==> config.mk <==
export PLATFORM = sky130hd
export DESIGN_NAME = operand_constant_generator
export DESIGN_NICKNAME = d
export VERILOG_FILES = /design/src/hw/constgen_pkg.sv /design/src/hw/selector_pair.sv /design/src/hw/operand_constant_generator.sv
export VERILOG_INCLUDE_DIRS = /design/src /design/src/hw
export SDC_FILE = /design/constraint.sdc
export NUM_CORES = 1
export LEC_CHECK = 0
export BUFFER_PORTS_ARGS = -buffer_cell sky130_fd_sc_hd__clkbuf_2
export CORE_MARGIN = 5
export CORE_UTILIZATION = 55
export CTS_CLUSTER_DIAMETER = 50
export DETAILED_ROUTE_END_ITERATION = 10
export PLACE_DENSITY = 0.81
export SLEW_MARGIN = 20
export SYNTH_ARGS = -nofsm -noshare
export SYNTH_HDL_FRONTEND = slang
export SYNTH_SLANG_ARGS = --single-unit
==> constraint.sdc <==
create_clock -name pclk -period 2.27 [get_ports pclk]
set_clock_uncertainty 0.05 [all_clocks]
set_input_delay 0.1135 -clock pclk [delete_from_list [all_inputs] [get_ports pclk]]
set_output_delay 0.1135 -clock pclk [all_outputs]
set_load 0.005 [all_outputs]
==> src/hw/constgen_cfg.svh <==
// Offsets, field positions, reset values and constants of the B operand
// constant generator; included by operand_constant_generator only, not by the package or selector_pair.
// Behaviour
// - Constants reach B only for the ten constant micro-instructions.
// - Four element pairs; each element two 4-input selectors, shared selects.
// - Each pair makes bit pairs eight apart, pair zero gives bits 0,1,8,9.
// - Outputs form word bits, byte top bits or nibble top bits per opcode.
// - Load-constant instructions select 00: supply on bits 0-14, force on 15.
// - Force bit low for zero and minus one, high for plus one, minus two.
// - Replicate, entry byte and both-bytes set-bit drive selects 1 then 0.
// - Set-bit with designators 0.0, 1.0, 0.1 drive selects 0 then 1.
// - Decimal correction drives both selects to 1, choosing correction input.
// - Fan-in inverts selector outputs under load enable: 0000 or 0001.
// - True form for zero and plus one, complement for minus one, minus two.
// - B holds zero, all ones, plus one or minus two respectively.
// - Upper-byte entry clears bits 0-7, loads N there, keeps bits 8-15.
// - Lower-byte entry clears both bytes, loads N into bits 8-15.
// - Replicate copies 4-bit X into all four nibbles, both byte clocks on.
// - Set-bit 0.0, 1.0, 0.1: code top bit picks byte, low three bits decode one-of-eight.
`ifndef CONSTGEN_CFG_SVH
`define CONSTGEN_CFG_SVH

// Register byte offsets
`define CG_OFS_EXEC     12'h000
`define CG_OFS_FIELDS   12'h004
`define CG_OFS_BREG     12'h008
`define CG_OFS_STATUS   12'h00c

// Micro-instruction word fields (EXEC)
`define CG_OP_LSB       0
`define CG_DES_A_BIT    4
`define CG_DES_B_BIT    5
`define CG_X_LSB        8

// Operand fields (FIELDS)
`define CG_N_LSB        0
`define CG_R1_LSB       8
`define CG_R2_LSB       12
`define CG_PROC_LSB     16
`define CG_CORR_LSB     20

// Status fields (STATUS)
`define CG_ST_OUT_LSB   0
`define CG_ST_SEL_LSB   16
`define CG_ST_UCLK_BIT  18
`define CG_ST_LCLK_BIT  19
`define CG_ST_LOAD_BIT  20

// Reset values
`define CG_EXEC_RST     12'h000
`define CG_FIELDS_RST   24'h00_0000
`define CG_BREG_RST     16'h0000

// Decimal correction nibbles
`define CG_CORR_SUB     4'hd
`define CG_CORR_ADD     4'h3

`endif

==> src/hw/constgen_pkg.sv <==
// Types shared by the constant generator and its selector pairs.
// Assumes constgen_cfg.svh is on the include path.
`default_nettype none
package constgen_pkg;

   typedef enum logic [3:0]
   {
      op_none               = 4'h0,
      load_zero             = 4'h1,
      load_minus_one        = 4'h2,
      load_plus_one         = 4'h3,
      load_minus_two        = 4'h4,
      set_bit_true          = 4'h5,
      set_bit_complement    = 4'h6,
      enter_upper_byte      = 4'ha,
      enter_lower_byte      = 4'hb,
      replicate_nibble      = 4'hc,
      decimal_correction    = 4'hd
   } opcode_type;

   // Select pair as {const_select_0, const_select_1}
   typedef enum logic [1:0]
   {
      sel_supply   = 2'b00,
      sel_bitsel   = 2'b01,
      sel_entry    = 2'b10,
      sel_decimal  = 2'b11
   } select_type;

   typedef struct packed
   {
      logic [3:0] x_field;
      logic [1:0] spare;
      logic       des_b;
      logic       des_a;
      opcode_type opcode;
   } instr_type;

   typedef struct packed
   {
      logic [3:0] corr_sel;
      logic       spare;
      logic [2:0] proc_id;
      logic [3:0] r2;
      logic [3:0] r1;
      logic [7:0] n_field;
   } fields_type;

   // Four selector sources, complement form, document bit order
   typedef struct packed
   {
      logic [15:0] supply;
      logic [15:0] bitsel;
      logic [15:0] entry;
      logic [15:0] decimal;
   } sources_type;

endpackage : constgen_pkg
`default_nettype wire

==> src/hw/selector_pair.sv <==
// One pair of selector elements: four 4-input selectors per element pair,
// producing bits 2k, 2k+1, 2k+8 and 2k+9 (document order, bit 0 = MSB).
// Assumes the shared select pair is stable during the load cycle.
`timescale 1ns/1ps
`default_nettype none
module selector_pair
#(
   parameter int unsigned PAIR = 0
)
(
   // Sources and selects
   input  wire constgen_pkg::sources_type src,
   input  wire logic [1:0]                sel,
   // Four selected bits: {2k, 2k+1, 2k+8, 2k+9}
   output logic [3:0]                     q
);

   localparam int unsigned LO = 2 * PAIR;
   localparam int unsigned HI = 2 * PAIR + 8;

   logic [3:0] s_sup;
   logic [3:0] s_bit;
   logic [3:0] s_ent;
   logic [3:0] s_dec;

   assign s_sup = {src.supply[LO],  src.supply[LO+1],
                   src.supply[HI],  src.supply[HI+1]};
   assign s_bit = {src.bitsel[LO],  src.bitsel[LO+1],
                   src.bitsel[HI],  src.bitsel[HI+1]};
   assign s_ent = {src.entry[LO],   src.entry[LO+1],
                   src.entry[HI],   src.entry[HI+1]};
   assign s_dec = {src.decimal[LO], src.decimal[LO+1],
                   src.decimal[HI], src.decimal[HI+1]};

   // Both elements share one select pair
   always_comb
   begin
      unique case (sel)
         2'b00:   q = s_sup;
         2'b01:   q = s_bit;
         2'b10:   q = s_ent;
         2'b11:   q = s_dec;
      endcase
   end

endmodule : selector_pair
`default_nettype wire

==> src/hw/operand_constant_generator.sv <==
// Constant generator for the B operand register with an APB register file.
// A write to EXEC issues one micro-instruction; its constant loads B at
// that same edge. Assumes an APB master on pclk; no other bus masters.
`timescale 1ns/1ps
`default_nettype none
`include "constgen_cfg.svh"
module operand_constant_generator
(
   // Clock and reset
   input  wire logic        pclk,
   input  wire logic        presetn,
   // APB slave
   input  wire logic        psel,
   input  wire logic        penable,
   input  wire logic        pwrite,
   input  wire logic [11:0] paddr,
   input  wire logic [31:0] pwdata,
   output logic [31:0]      prdata,
   output logic             pready,
   output logic             pslverr,
   // B operand register, numeric value (bit 15 = MSB)
   output logic [15:0]      b_value
);

   // Register state
   constgen_pkg::instr_type  exec_r;
   constgen_pkg::fields_type fields_r;
   logic [15:0]              b_r;
   logic [15:0]              out_r;
   logic [1:0]               sel_r;
   logic                     uclk_r;
   logic                     lclk_r;
   logic                     load_r;

   // Bus decode
   logic                     acc;
   logic                     wr;
   logic                     hit_exec;
   logic                     hit_fields;
   logic                     hit_breg;
   logic                     hit_status;
   logic                     mapped;

   // Current micro-instruction (combinational from the write data)
   constgen_pkg::instr_type  cur;
   logic                     issue;

   // Decode outputs
   logic                     const_select_0;
   logic                     const_select_1;
   logic                     force_bit;
   logic                     constant_load_enable;
   logic                     upper_byte_clock_enable;
   logic                     lower_byte_clock_enable;
   logic                     clear_upper;
   logic                     clear_lower;
   logic                     complement_form;

   // Datapath (document order: index 0 = MSB)
   constgen_pkg::sources_type src;
   logic [15:0]              constant_output;
   logic [15:0]              inverted;
   logic [15:0]              stored;
   logic [15:0]              b_nxt;
   logic [3:0]               bit_code;
   logic [7:0]               bit_onehot;
   logic [7:0]               proc_onehot;
   logic [15:0]              entry_field_input;
   logic [15:0]              bit_select_input;
   logic [15:0]              decimal_digit_input;
   logic [15:0]              n_rev;
   logic [15:0]              corr_num;

   // Document order to numeric value
   function automatic logic [15:0] reverse16(input logic [15:0] v);
      logic [15:0] r;
      r = 16'h0000;
      for (int i = 0; i < 16; i++)
      begin
         r[i] = v[15-i];
      end
      return r;
   endfunction : reverse16

   assign acc        = psel & penable;
   assign wr         = acc & pwrite;
   assign hit_exec   = (paddr == `CG_OFS_EXEC);
   assign hit_fields = (paddr == `CG_OFS_FIELDS);
   assign hit_breg   = (paddr == `CG_OFS_BREG);
   assign hit_status = (paddr == `CG_OFS_STATUS);
   assign mapped     = hit_exec | hit_fields | hit_breg | hit_status;

   assign pready  = 1'b1;
   assign pslverr = acc & ~mapped;

   assign cur   = constgen_pkg::instr_type'(pwdata[11:0]);
   assign issue = wr & hit_exec;

   // Select pair and control decode from the issued word
   always_comb
   begin
      const_select_0          = 1'b0;
      const_select_1          = 1'b0;
      force_bit               = 1'b0;
      constant_load_enable    = 1'b0;
      upper_byte_clock_enable = 1'b0;
      lower_byte_clock_enable = 1'b0;
      clear_upper             = 1'b0;
      clear_lower             = 1'b0;
      complement_form         = 1'b0;
      if (issue)
      begin
         unique case (cur.opcode)
            constgen_pkg::load_zero,
            constgen_pkg::load_minus_one,
            constgen_pkg::load_plus_one,
            constgen_pkg::load_minus_two:
            begin
               const_select_0 = 1'b0;
               const_select_1 = 1'b0;
               force_bit = (cur.opcode == constgen_pkg::load_plus_one) |
                           (cur.opcode == constgen_pkg::load_minus_two);
               complement_form =
                  (cur.opcode == constgen_pkg::load_minus_one) |
                  (cur.opcode == constgen_pkg::load_minus_two);
               constant_load_enable    = 1'b1;
               upper_byte_clock_enable = 1'b1;
               lower_byte_clock_enable = 1'b1;
            end
            constgen_pkg::set_bit_true,
            constgen_pkg::set_bit_complement:
            begin
               constant_load_enable = 1'b1;
               complement_form =
                  (cur.opcode == constgen_pkg::set_bit_complement);
               if (cur.des_a & cur.des_b)
               begin
                  const_select_0          = 1'b1;
                  const_select_1          = 1'b0;
                  upper_byte_clock_enable = 1'b1;
                  lower_byte_clock_enable = 1'b1;
               end
               else
               begin
                  const_select_0          = 1'b0;
                  const_select_1          = 1'b1;
                  upper_byte_clock_enable = ~bit_code[3];
                  lower_byte_clock_enable = bit_code[3];
               end
            end
            constgen_pkg::enter_upper_byte:
            begin
               const_select_0          = 1'b1;
               constant_load_enable    = 1'b1;
               clear_upper             = 1'b1;
               upper_byte_clock_enable = 1'b1;
            end
            constgen_pkg::enter_lower_byte:
            begin
               const_select_0          = 1'b1;
               constant_load_enable    = 1'b1;
               clear_upper             = 1'b1;
               clear_lower             = 1'b1;
               lower_byte_clock_enable = 1'b1;
            end
            constgen_pkg::replicate_nibble:
            begin
               const_select_0          = 1'b1;
               constant_load_enable    = 1'b1;
               upper_byte_clock_enable = 1'b1;
               lower_byte_clock_enable = 1'b1;
            end
            constgen_pkg::decimal_correction:
            begin
               const_select_0          = 1'b1;
               const_select_1          = 1'b1;
               constant_load_enable    = 1'b1;
               upper_byte_clock_enable = 1'b1;
               lower_byte_clock_enable = 1'b1;
            end
            default:
            begin
               constant_load_enable = 1'b0;
            end
         endcase
      end
   end

   // Bit select code: X, X or R1, X or R2
   always_comb
   begin
      unique case ({cur.des_a, cur.des_b})
         2'b10:   bit_code = cur.x_field | fields_r.r1;
         2'b01:   bit_code = cur.x_field | fields_r.r2;
         default: bit_code = cur.x_field;
      endcase
   end

   // One-of-eight decoders for bit select and active processor
   always_comb
   begin
      bit_onehot  = 8'h00;
      proc_onehot = 8'h00;
      bit_onehot[bit_code[2:0]]     = 1'b1;
      proc_onehot[fields_r.proc_id] = 1'b1;
   end

   // Source words in true form, document order
   always_comb
   begin
      entry_field_input = 16'h0000;
      unique case (cur.opcode)
         constgen_pkg::replicate_nibble:
            entry_field_input = reverse16({4{cur.x_field}});
         constgen_pkg::enter_upper_byte,
         constgen_pkg::enter_lower_byte:
            entry_field_input = {2{n_rev[15:8]}};
         constgen_pkg::set_bit_true,
         constgen_pkg::set_bit_complement:
            entry_field_input = {2{proc_onehot}};
         default:
            entry_field_input = 16'h0000;
      endcase
   end

   assign bit_select_input = {2{bit_onehot}};
   assign n_rev            = reverse16({8'h00, fields_r.n_field});

   // Each nibble picks subtract or add correction
   generate
      for (genvar g = 0; g < 4; g++)
      begin : g_corr
         assign corr_num[4*g +: 4] =
            fields_r.corr_sel[g] ? `CG_CORR_SUB : `CG_CORR_ADD;
      end
   endgenerate
   assign decimal_digit_input = reverse16(corr_num);

   // Sources enter the selectors complemented; fan-in restores them
   assign src.supply  = {~force_bit, 15'h7fff};
   assign src.bitsel  = ~bit_select_input;
   assign src.entry   = ~entry_field_input;
   assign src.decimal = ~decimal_digit_input;

   // Four selector pairs, bits eight apart
   generate
      for (genvar k = 0; k < 4; k++)
      begin : g_pair
         logic [3:0] q;
         selector_pair
         #(
            .PAIR (k)
         )
         u_pair
         (
            .src (src),
            .sel ({const_select_0, const_select_1}),
            .q   (q)
         );
         assign constant_output[2*k]     = q[3];
         assign constant_output[2*k+1]   = q[2];
         assign constant_output[2*k+8]   = q[1];
         assign constant_output[2*k+9]   = q[0];
      end
   endgenerate

   // Fan-in inversion and true or complement storage
   assign inverted = constant_load_enable ? ~constant_output
                                          : 16'h0000;
   assign stored   = complement_form ? ~inverted : inverted;

   // Byte clocks load, clears zero an unclocked byte
   always_comb
   begin
      b_nxt = b_r;
      if (clear_upper)
      begin
         b_nxt[7:0] = 8'h00;
      end
      if (clear_lower)
      begin
         b_nxt[15:8] = 8'h00;
      end
      if (upper_byte_clock_enable)
      begin
         b_nxt[7:0] = stored[7:0];
      end
      if (lower_byte_clock_enable)
      begin
         b_nxt[15:8] = stored[15:8];
      end
   end

   // B operand register
   always_ff @(posedge pclk or negedge presetn)
   begin
      if (!presetn)
      begin
         b_r <= `CG_BREG_RST;
      end
      else if (issue)
      begin
         b_r <= b_nxt;
      end
      else if (wr & hit_breg)
      begin
         b_r <= reverse16(pwdata[15:0]);
      end
   end

   // Micro-instruction and operand field registers
   always_ff @(posedge pclk or negedge presetn)
   begin
      if (!presetn)
      begin
         exec_r   <= constgen_pkg::instr_type'(`CG_EXEC_RST);
         fields_r <= constgen_pkg::fields_type'(`CG_FIELDS_RST);
      end
      else
      begin
         if (issue)
         begin
            exec_r <= cur;
         end
         if (wr & hit_fields)
         begin
            fields_r <= constgen_pkg::fields_type'(pwdata[23:0]);
         end
      end
   end

   // Snapshot of the last issue for status
   always_ff @(posedge pclk or negedge presetn)
   begin
      if (!presetn)
      begin
         out_r  <= 16'h0000;
         sel_r  <= 2'b00;
         uclk_r <= 1'b0;
         lclk_r <= 1'b0;
         load_r <= 1'b0;
      end
      else if (issue)
      begin
         out_r  <= constant_output;
         sel_r  <= {const_select_0, const_select_1};
         uclk_r <= upper_byte_clock_enable;
         lclk_r <= lower_byte_clock_enable;
         load_r <= constant_load_enable;
      end
   end

   // Read mux
   always_comb
   begin
      prdata = 32'h0000_0000;
      if (acc & ~pwrite)
      begin
         if (hit_exec)
         begin
            prdata[11:0] = exec_r;
         end
         if (hit_fields)
         begin
            prdata[23:0] = fields_r;
         end
         if (hit_breg)
         begin
            prdata[15:0] = reverse16(b_r);
         end
         if (hit_status)
         begin
            prdata[`CG_ST_OUT_LSB +: 16] = out_r;
            prdata[`CG_ST_SEL_LSB +: 2]  = sel_r;
            prdata[`CG_ST_UCLK_BIT]      = uclk_r;
            prdata[`CG_ST_LCLK_BIT]      = lclk_r;
            prdata[`CG_ST_LOAD_BIT]      = load_r;
         end
      end
   end

   assign b_value = reverse16(b_r);

endmodule : operand_constant_generator
`default_nettype wire

* Yosys cells after proc, flatten, opt, wreduce, memory -nomap -nowiden
Index checks and enable logic that the tools add are counted.
Word-level totals: register bits 73, input bits 49, output and inout port bits 50, logic and storage cells 129
Cells by class: magnitude comparators 4, equality and inequality tests 20, mux-type cells 49, bitwise operators 24, reduce and logical (&&, ||, !) cells 14
Operators by type and width (number):
- $mux 16 | 5
- $not 16->16 | 5
- $pmux 4 s4 | 4
- $mux 24 | 2
- $pmux 16 s3 | 1
- $mux 8 | 4
- $eq 12x4->1 const B | 2
- $mux 21 | 1
- $mux 1 | 19
- $eq 4x4->1 const B | 4
- $mux 4 | 4
- $reduce_or 7->1 | 2
- $eq 12x3->1 const B | 1
- $eq 4x3->1 const B | 3
- $logic_not 12->1 | 1
- $mux 12 | 1
- $pmux 1 s2 | 5
- $reduce_or 10->1 | 1
- $and 1x1->1 | 8
- $eq 4x2->1 const B | 2
- $lt 3x4->1 const B | 2
- $or 4x4->4 | 2
- $pmux 4 s2 | 1
- $reduce_or 4->1 | 2
- other kinds (13) | 29

* Depth between registers and ports, before layout
Gate-level depths: netlist of run 1.
depth after elaboration 14, gate-level depth with buffers 9, gate-level depth less buffers 9

* Cells and area by module
From an unflattened synthesis of run 1, not the netlist that was laid out.
Second synthesis, totals: cells, all modules 473, area, all modules 4797.1 um^2
By module, submodules not included:
- operand_constant_generator | times used 1, cells each 457, area each 4376.7 um^2, sequential area each 1826.8 um^2
- selector_pair | times used 4, cells each 4, area each 105.1 um^2, sequential area each 0.0 um^2

* Worst setup path before layout of run 1
No wires, ideal clock.
kind input to register, start in pwdata[4], end reg b_r[6], library setup time 124 ps, arrival 1979 ps, required time 2096 ps, path slack 117 ps, stages 9, path buffers 0, cells stage by stage inv_1 -> ha_1 -> mux2_2 -> a21oi_1 -> nand2_1 -> or4_4 -> nand2_2 -> nor3_1 -> a211o_1
Between the ends: longest elaborated chain between the ends 14, elaborated cells between the ends (all ways) 33, classes of those cells order compare: 2; eq/ne: 6; mux: 17; bitwise: 5; reduce/logical: 3
RTL lines:
- from (decl) | RTL line operand_constant_generator.sv:17 | input wire logic [31:0] pwdata,
- $eq 2x1->1 or $eq 2x2->1 (tied branches) | RTL line operand_constant_generator.sv:192 | unique case ({cur.des_a, cur.des_b})
- $pmux 4 s2 | RTL line operand_constant_generator.sv:192
- $lt 3x4->1 (not written as such) or $ge 3x1->1 (tied branches) | RTL line operand_constant_generator.sv:204 | bit_onehot[bit_code[2:0]] = 1'b1;
- $logic_and 1x1->1 (not written as such) | RTL line operand_constant_generator.sv:204
- $mux 1 (not written as such) | RTL line operand_constant_generator.sv:204
- $demux 1 s3 | RTL line operand_constant_generator.sv:204
- $not 16->16 | RTL line operand_constant_generator.sv:241 | assign src.bitsel = ~bit_select_input;
- $pmux 4 s4 | RTL line selector_pair.sv:38 | unique case (sel)
- $not 16->16 | RTL line operand_constant_generator.sv:268 | assign inverted = constant_load_enable ? ~constant_output
- $mux 16 | RTL line operand_constant_generator.sv:268
- $not 16->16 | RTL line operand_constant_generator.sv:270 | assign stored = complement_form ? ~inverted : inverted;
- $mux 16 | RTL line operand_constant_generator.sv:270
- $mux 8 | RTL line operand_constant_generator.sv:284 | if (upper_byte_clock_enable)
- $mux 16 | RTL line operand_constant_generator.sv:301 | else if (issue)
- to (signal assigned) | RTL line operand_constant_generator.sv:299 | b_r <= `CG_BREG_RST;
- to (signal assigned) | RTL line operand_constant_generator.sv:303 | b_r <= b_nxt;
- to (signal assigned) | RTL line operand_constant_generator.sv:307 | b_r <= reverse16(pwdata[15:0]);
- to (decl) | RTL line operand_constant_generator.sv:28 | logic [15:0] b_r;
Parallel ways exist; a longest one is shown, timed or not. A chain may end at the register's enable or synchronous reset.

* Worst setup path after layout of run 1
start in paddr[9], end out prdata[23]
Between the ends: longest elaborated chain between the ends 3
RTL lines:
- from (decl) | RTL line operand_constant_generator.sv:16 | input wire logic [11:0] paddr,
- $eq 12x3->1 (no source line)
- $mux 24 | RTL line operand_constant_generator.sv:363 | if (hit_fields)
- $mux 24 | RTL line operand_constant_generator.sv:357 | if (acc & ~pwrite)
- to (decl) | RTL line operand_constant_generator.sv:18 | output logic [31:0] prdata,
No other way between the ends.

==> metrics.md, run 1 <==
| Metric | Value |
|---|---|
| Status | finished, final reports clean |
| First DRT Iteration DRCs | ~350 |
| Count of pins over their slew limit | 0 |
| Routed length per instance | a little over 20 um |
| Post-synth EDFFs | 0 |
| Worst hold path type | primary input to flop |
| Clock slew seen by the registers of the worst setup and hold paths | approximately 0.090 ns |
| Fin cells | 711 |
| Die area | 10200 um2 |
| DR DRC count | 0 |
| Synthesized cell area | around 4600 um2 |
| Row count | 33 |
| Syn Area/Cell | 10.0 um2 |
| CP max stage cell | or4_4 |
| Max Buffers Root-to-Sink | 2 |
| Top cell by count, worst path | clkbuf_2 |
| Synth Warn # | 0 |
| Seq pwr share | around 49% |
| Pre-antenna DRT Iters | 5 |
| Post-route ant nets | 0 |
| Fmax | approximately 0.47 GHz |
| Antenna cells | 0 |
| Final worst-path cycle share | 94.2% |
| Maximum Capacitance Violations | 0 |
| Worst Tran Pin Value | between 0.6 and 0.7 ns |
| I/O pins | 99 |
| Asr flop ratio synth | 100% |
| #FFs+latches synth | roughly 70 |
| Netlist cell types | 67 |
| DRT Wirelength | 14.4 mm |
| Switching share of power | between 20% and 30% |
| Final GP Congestion | ~0.99 |
| Seq/Total Area, Yosys | between 30% and 40% |
| Fin util | between 70% and 80% |
| Placed Cells | 680 |
| Primary FF master, synth | dfrtp_1 |
| Via count | between 4000 and 5000 |
| Critical-path cell list | clkbuf_2 > or4_4 > and3b_2 > nand3_1 > or3_4 > nor3b_1 > clkbuf_2 |
| Area grow syn2layout | 26.6% |
| Skew-Pair Late Insertion Delay | 0.36 ns |
| CTS tree | done |
| Vias per inst | about 6 |
| Final Hold Violating Endpoints | 0 |
| Leakage | between 2 and 3 nW |
| Die Ht | between 100 and 150 um |
| H-tree level count | 3 |
| Psw | approximately 0.75 mW |
| Multi-input gate area | roughly 2600 um2 |
| P_int | around 1.9 mW |
| Required time of the critical path | between 2 and 2.5 ns |
| WS Path Type | primary input to output pin |
| Crit start category | primary input |
| TNS Setup | 0 ns |
| Max incr delay on CP | 0.56 ns |
| Share of layout cells above drive strength 1 | about two fifths |
| Horiz. Die Dim | roughly 100 um |
| Core area | between 8000 and 9000 um2 |
| Grt total ovfl | 0 |
| Final setup fails | 0 |
| Clock share of power | a little over a third |
| Layout Nets | ~650 |
| Max IR drop VDD | between 0.0003 and 0.0004 V |
| Gr usage total | between 20% and 30% |
| Critical-path maximum fanout | 8 |
| Setup repair bufs after CTS | 0 |
| Total clock sinks | 72 |
| Vias in the first global route | around 4300 |
| Comb power frac | approximately 15% |
| Dpl hpwl | roughly 11 mm |
| Port bufs | 81 |
| Initial core utilization | a little under three fifths |
| Cell area power density | approximately 460 nW/um2 |
| CP arrival | between 1.5 and 2 ns |
| Clock Tree Root | clkbuf_8 |
| Setup crit end kind | output pin |
| RSZ-0062 raised after global routing | no |
| First-pass GRT wire length | between 20 and 25 mm |
| CTS buffer count | 9 |
| Largest net degree at the start of global routing | 45 |
| Number of antenna violations at the first check in global routing | 0 |
| Tmin final | between 2 and 2.5 ns |
| Sequential cell area | between 1500 and 2000 um2 |
| Post-Synthesis Cells | between 400 and 500 |
| Number of fill cells | 638 |
| Relative slew slack | a little over half |
| Final hold slack | roughly 0.042 ns |
## cell type report
class | count | area share, %
clock inverters | 5 | 0.670
inverters | 6 | 0.389
repair buffers | 162 | 18.6
clock buffers | 11 | 2.44
well taps | 105 | 2.27
flip-flops and latches | 72 | 31.1
multi-input cells | 350 | 44.5
## cell families after synthesis
kind of cell | Yosys count | share of synthesized area [%]
simple gates | 155 | 18.6
compound gates | 111 | 16.6
flops | 72 | 39.4
mux | 64 | 17.8
buf+inv | 42 | 5.09
xor+xnor | 9 | 1.72
fa+ha+maj | 2 | 0.547
other cells | 2 | 0.164
## power groups by stage
stage	Clock (mW)	Combinational, mW	Sequential (mW)
floorplan	0	0.198	1.31
global placement	0	0.369	1.31
detailed placement	0	0.375	1.31
CTS	0.966	0.397	1.28
global route	1.03	0.434	1.29
finish	0.959	0.402	1.28
## path summary, 6_finish.rpt
kind,startpoint,endpoint,slack [ns],cells past startpoint
worst max-delay path,paddr[9],prdata[23],0.13,7
worst max register to register,fields_r[12]$_DFFE_PN0P_,b_r[15]$_DFFE_PN0P_,0.15,8
max in group asynchronous,presetn,fields_r[18]$_DFFE_PN0P_,1.14,4
worst min-delay path,pwdata[9],exec_r[9]$_DFFE_PN0N_,0.04,2
min in group asynchronous,presetn,exec_r[7]$_DFFE_PN0N_,0.22,2
worst min register to register,out_r[15]$_DFFE_PN0N_,out_r[15]$_DFFE_PN0N_,0.42,2
## placed cells by master, fill, tap and decap left out, types with 8 or more instances in the layout
cell type and n:
a21oi_1 22, mux2_2 40, dfrtp_1 72, mux2i_1 14
nor3_1 8, clkbuf_8 10, xnor2_1 8, mux4_2 10
nor2b_1 15, clkbuf_2 80, nand2_1 39, dlygate4sd3_1 15
and3_1 9, nor2_1 40, conb_1 9, buf_4 64
o21ai_0 23
## per-stage QoR
step / worst slack [ns] / cell area (um2) / power [mW]
floorplan: 0.117 / 4600 / 1.51
global placement: -0.0911 / 5450 / 1.68
detailed placement: -0.143 / 5450 / 1.69
CTS: 0.00996 / 5780 / 2.65
global route: 0.0261 / 5790 / 2.75
finish: 0.133 / 5790 / 2.65
## registers in the layout (all words and copies together) (netlist names)
name      cells
sel_r         2
fields_r     24
uclk_r        1
lclk_r        1
exec_r       12
out_r        15
b_r          16
load_r        1
## layer usage
metal  vias to the layer above  global-route usage (%)  wire, um
li1                       1950                       -         -
met1                      2070                    38.3      5940
met2                       208                    47.5      6920
met3                        38                    4.55      1100
met4                         0                    11.1       488
met5                         -                       0         0
## cell usage after synthesis, types with 9 or more instances
cell type,number,area (um2)
dfrtp_1,72,1800
buf_4,13,97.6
mux2_2,40,450
o21ai_0,23,115
and3_1,9,56.3
a21oi_1,23,115
buf_2,9,45.0
nor2b_1,15,93.8
nor2_1,40,150
mux4_2,10,225
mux2i_1,14,140
nand2_1,40,150
## critical path: cells and delay by family
| kind | cells | cell delay (ns) |
|---|---|---|
| and+or+nand+nor | 5 | 1.62 |
| buffers and inverters | 2 | 0.23 |
## repair_timing
item / CTS / global route
hold endpoints to repair: 41 / 0
gates resized for setup: 0 / 3
hold buffers: 15 / 0
endpoints found under the setup margin: 0 / 9
Power figures use the tool's default switching activity.
==> run 2, diff against run 1 <==
- ABC_CLOCK_PERIOD_IN_PS: unset -> 2270
- CORE_UTILIZATION: 55 -> 56
- SYNTH_HIERARCHICAL: unset -> 1
==> run 2 against run 1 <==
  * The run now ends with negative setup slack left
  * Synthesized cell count rose by 3.5%
  * Sequential share of layout area is 2.0 points lower
  * Hold slack better by 0.021 ns
  * Global-route usage is 1.7 points higher
  * Largest power group unchanged
  * Combinational power rose by 2%
  * Largest cell class unchanged
  * Total power shrank 0.17%
  * Setup slack lost 0.29 ns
  * Maximum frequency is 12% lower
  * Count of clock-buffer cells in the layout down 1
==> metrics.md, run 2 <==
| Metric | Value |
|---|---|
| Mux share of post-synthesis cell area | around a quarter |
| Worst Tran Pin Value | 1.06 ns |
| RSZ-0062 raised after global routing | yes |
| Horiz. Die Dim | about 100 um |
| DR DRC count | 0 |
| Clock Tree Root | clkbuf_8 |
| CP arrival | around 2.6 ns |
| Relative slew slack | approximately 29% |
| Register with the most flip-flops | fields_r |
| Max incr delay on CP | around 0.49 ns |
| Skew-Pair Late Insertion Delay | approximately 0.36 ns |
| Largest family of logic cells by synthesized area | multiplexers |
| Seq/Total Area, Yosys | a little under two fifths |
| Final GP Congestion | between 1 and 1.5 |
| #FFs+latches synth | 73 |
| Critical-path cell list | mux2i_1 > nor2_1 > or2_4 > or3_4 > mux4_2 > mux2i_1 > a22o_1 > mux2_4 |
| Max Buffers Root-to-Sink | 2 |
| Final setup fails | 15 |
| Total clock sinks | 73 |
| Area fraction in compound gates after synthesis | between 10 and 15% |
| Most frequent cells in the layout | 109 x nand2_1, 80 x clkbuf_2, 75 x buf_4 |
| Worst hold path type | primary input to flop |
| Routed length per instance | a little over 20 um |
| Vias per inst | 6.02 |
| XOR/XNOR share of the synthesized area | less than 1% |
| Met3 wire len | about 1.5 mm |
| Port bufs | 81 |
| Met2 Wirelength | between 7 and 8 mm |
| Setup slack, reg-to-reg | -0.16 ns |
| CTS buffer count | 9 |
| Required time of the critical path | ~2.5 ns |
| Die area | around 11000 um2 |
| Fmax | about 0.41 GHz |
| Post-synth top cells | 109 x nand2_1, 73 x dfrtp_1, 32 x mux2_2 |
| H-tree level count | 3 |
| Number of antenna violations at the first check in global routing | 0 |
| Biggest regs | fields_r x24, b_r x16, out_r x16 |
| Share of layout cells above drive strength 1 | roughly two fifths |
| Synth top area share | 38.1% |
| M1 WL | around 6.1 mm |
| Synthesized cell area | between 4000 and 5000 um2 |
| Worst R2R Path Depth | 8 |
| Final hold slack | approximately 0.063 ns |
| Leakage | approximately 3.2 nW |
| I/O pins | 99 |
| FF-to-FF End | b_r[0]$_DFFE_PN0P_ |
| Top cell by count, worst path | mux2i_1 |
| CP max stage cell | mux4_2 |
| Sequential cell area | 1830 um2 |
| Dpl hpwl | ~11 mm |
| CTS tree | done |
| Final WS setup | -0.159 ns |
| Synth Warn # | 6 |
| CP startpoint | fields_r[9]$_DFFE_PN0P_ |
| Die Ht | between 100 and 150 um |
| First-pass GRT wire length | approximately 24 mm |
| Primary FF master, synth | dfrtp_1 |
| Tmin final | between 2 and 2.5 ns |
| Largest cells by area after synthesis | dfrtp_1 38%, mux4_1 8.8%, nand2_1 8.5% |
| Post-DP Area | slightly below 6000 um2 |
| Critical-path maximum fanout | 4 |
| First DRT Iteration DRCs | approximately 390 |
| Clock slew seen by the registers of the worst setup and hold paths | 0.09 ns |
| Post-synth EDFFs | 0 |
| Max IR drop VDD | between 0.0003 and 0.0004 V |
| Area share of fa/ha/maj cells after synthesis | 0.522% |
| Grt total ovfl | 0 |
| Post-Synthesis Cells | 473 |
| Number of fill cells | between 500 and 600 |
| Cell area power density | 422 nW/um2 |
| Vias in the first global route | about 4600 |
| Largest net degree at the start of global routing | 34 |
| Setup crit end kind | flop |
| Post-synthesis simple-gate area fraction | about 16% |
| Layout Nets | 700 |
| Syn Area/Cell | about 10 um2 |
| Capture point of the worst path | b_r[0]$_DFFE_PN0P_ |
| Final Hold Violating Endpoints | 0 |
| WS Path Type | flop to flop |
| Final worst-path cycle share | 107% |
| Antenna cells | 0 |
| Core area | between 8000 and 9000 um2 |
| Finished Cell Area | 6270 um2 |
| Commonest non-fill, non-tap cell in the layout | nand2_1 |
| Row count | 33 |
| DRT Wirelength | ~16 mm |
| Area grow syn2layout | 30.6% |
| Pre-antenna DRT Iters | 6 |
| Netlist cell types | between 50 and 60 |
| Maximum Capacitance Violations | 0 |
| Most common cell in the netlist | nand2_1 |
| Asr flop ratio synth | 100% |
| TNS Setup | -1.30 ns |
| Pwr Total | between 2 and 3 mW |
| Crit start category | flop |
| Count of pins over their slew limit | 0 |
| Via count | around 4600 |
| Reg2Reg Launch Point | fields_r[9]$_DFFE_PN0P_ |
| Multi-input gate area | between 2000 and 3000 um2 |
| Post-route ant nets | 0 |
| Gr usage total | between 30% and 40% |
| Initial core utilization | 57.8% |
| Failing checks | negative setup slack |
| Uppermost routed layer | met4 |
| Max reg flops | 24 |
| Yosys top cell by area | dfrtp_1 |
| Status | finished, violations left |
-- run 2: timing repair --
action | 4_1_cts | 5_1_grt
buffers inserted | 7 | 8
pin swaps | 6 | 2
endpoints found under the hold margin | 37 | 0
endpoints found under the setup margin | 16 | 17
resized for setup | 19 | 2
hold buffers | 15 | 0
-- run 2: metal layers --
layer / up-vias / GRT usage, %
met4: 0 / 11.1
met3: 37 / 7.58
met2: 260 / 48.6
met1: 2233 / 40.4
li1: 2040 / -
met5: - / 0
-- run 2: cells by family after synthesis --
family / after synthesis
AOI/OAI and AO/OA: 88
xor gates and xnor gates: 1
adders and majority gates: 2
buffers and inverters: 46
DFF: 73
muxes: 90
other: 2
and+or+nand+nor: 171
-- run 2: per-stage QoR --
stage               setup slack, ns  std cells  utilization [%]
CTS                          -0.152        751             74.8
floorplan                    -0.126        499                -
detailed placement           -0.477        713             70.2
global placement             -0.378        713             70.2
finish                       -0.159        759             75.5
global route                 -0.254        759             75.5
-- run 2: worst min-delay path by stage --
stage | depth (start not counted) | start | endpoint
after detailed placement | 1 | presetn | b_r[7]$_DFFE_PN0P_
final | 2 | pwdata[11] | fields_r[11]$_DFFE_PN0P_
after floorplan | 0 | presetn | b_r[0]$_DFFE_PN0P_
after CTS | 2 | pwdata[11] | fields_r[11]$_DFFE_PN0P_
after global placement | 1 | presetn | b_r[6]$_DFFE_PN0P_
after global routing | 2 | pwdata[4] | fields_r[4]$_DFFE_PN0P_
-- run 2: power breakdown --
part	switching (mW)	total (mW)	leakage (nW)	internal [mW]
combinational	0.220	0.410	2.07	0.190
clock	0.531	0.929	0.0749	0.398
sequential	0.00130	1.30	1.02	1.30
-- run 2: final cells by class --
cell class,instances,share of cell area [%]
clock inverters,6,0.699
clock buffers,10,2.04
well taps,105,2.10
inverters,8,0.519
repair buffers,177,19.8
multi-input cells,380,45.7
flip-flops and latches,73,29.2
-- run 2: worst max-delay path: cells and delay by family, from the launching register on --
family           cells  cell delay (ns)
flip-flops           1             0.42
AO/OA/AOI/OAI        1             0.18
AND/OR/NAND/NOR      3             0.65
multiplexers         4             1.02
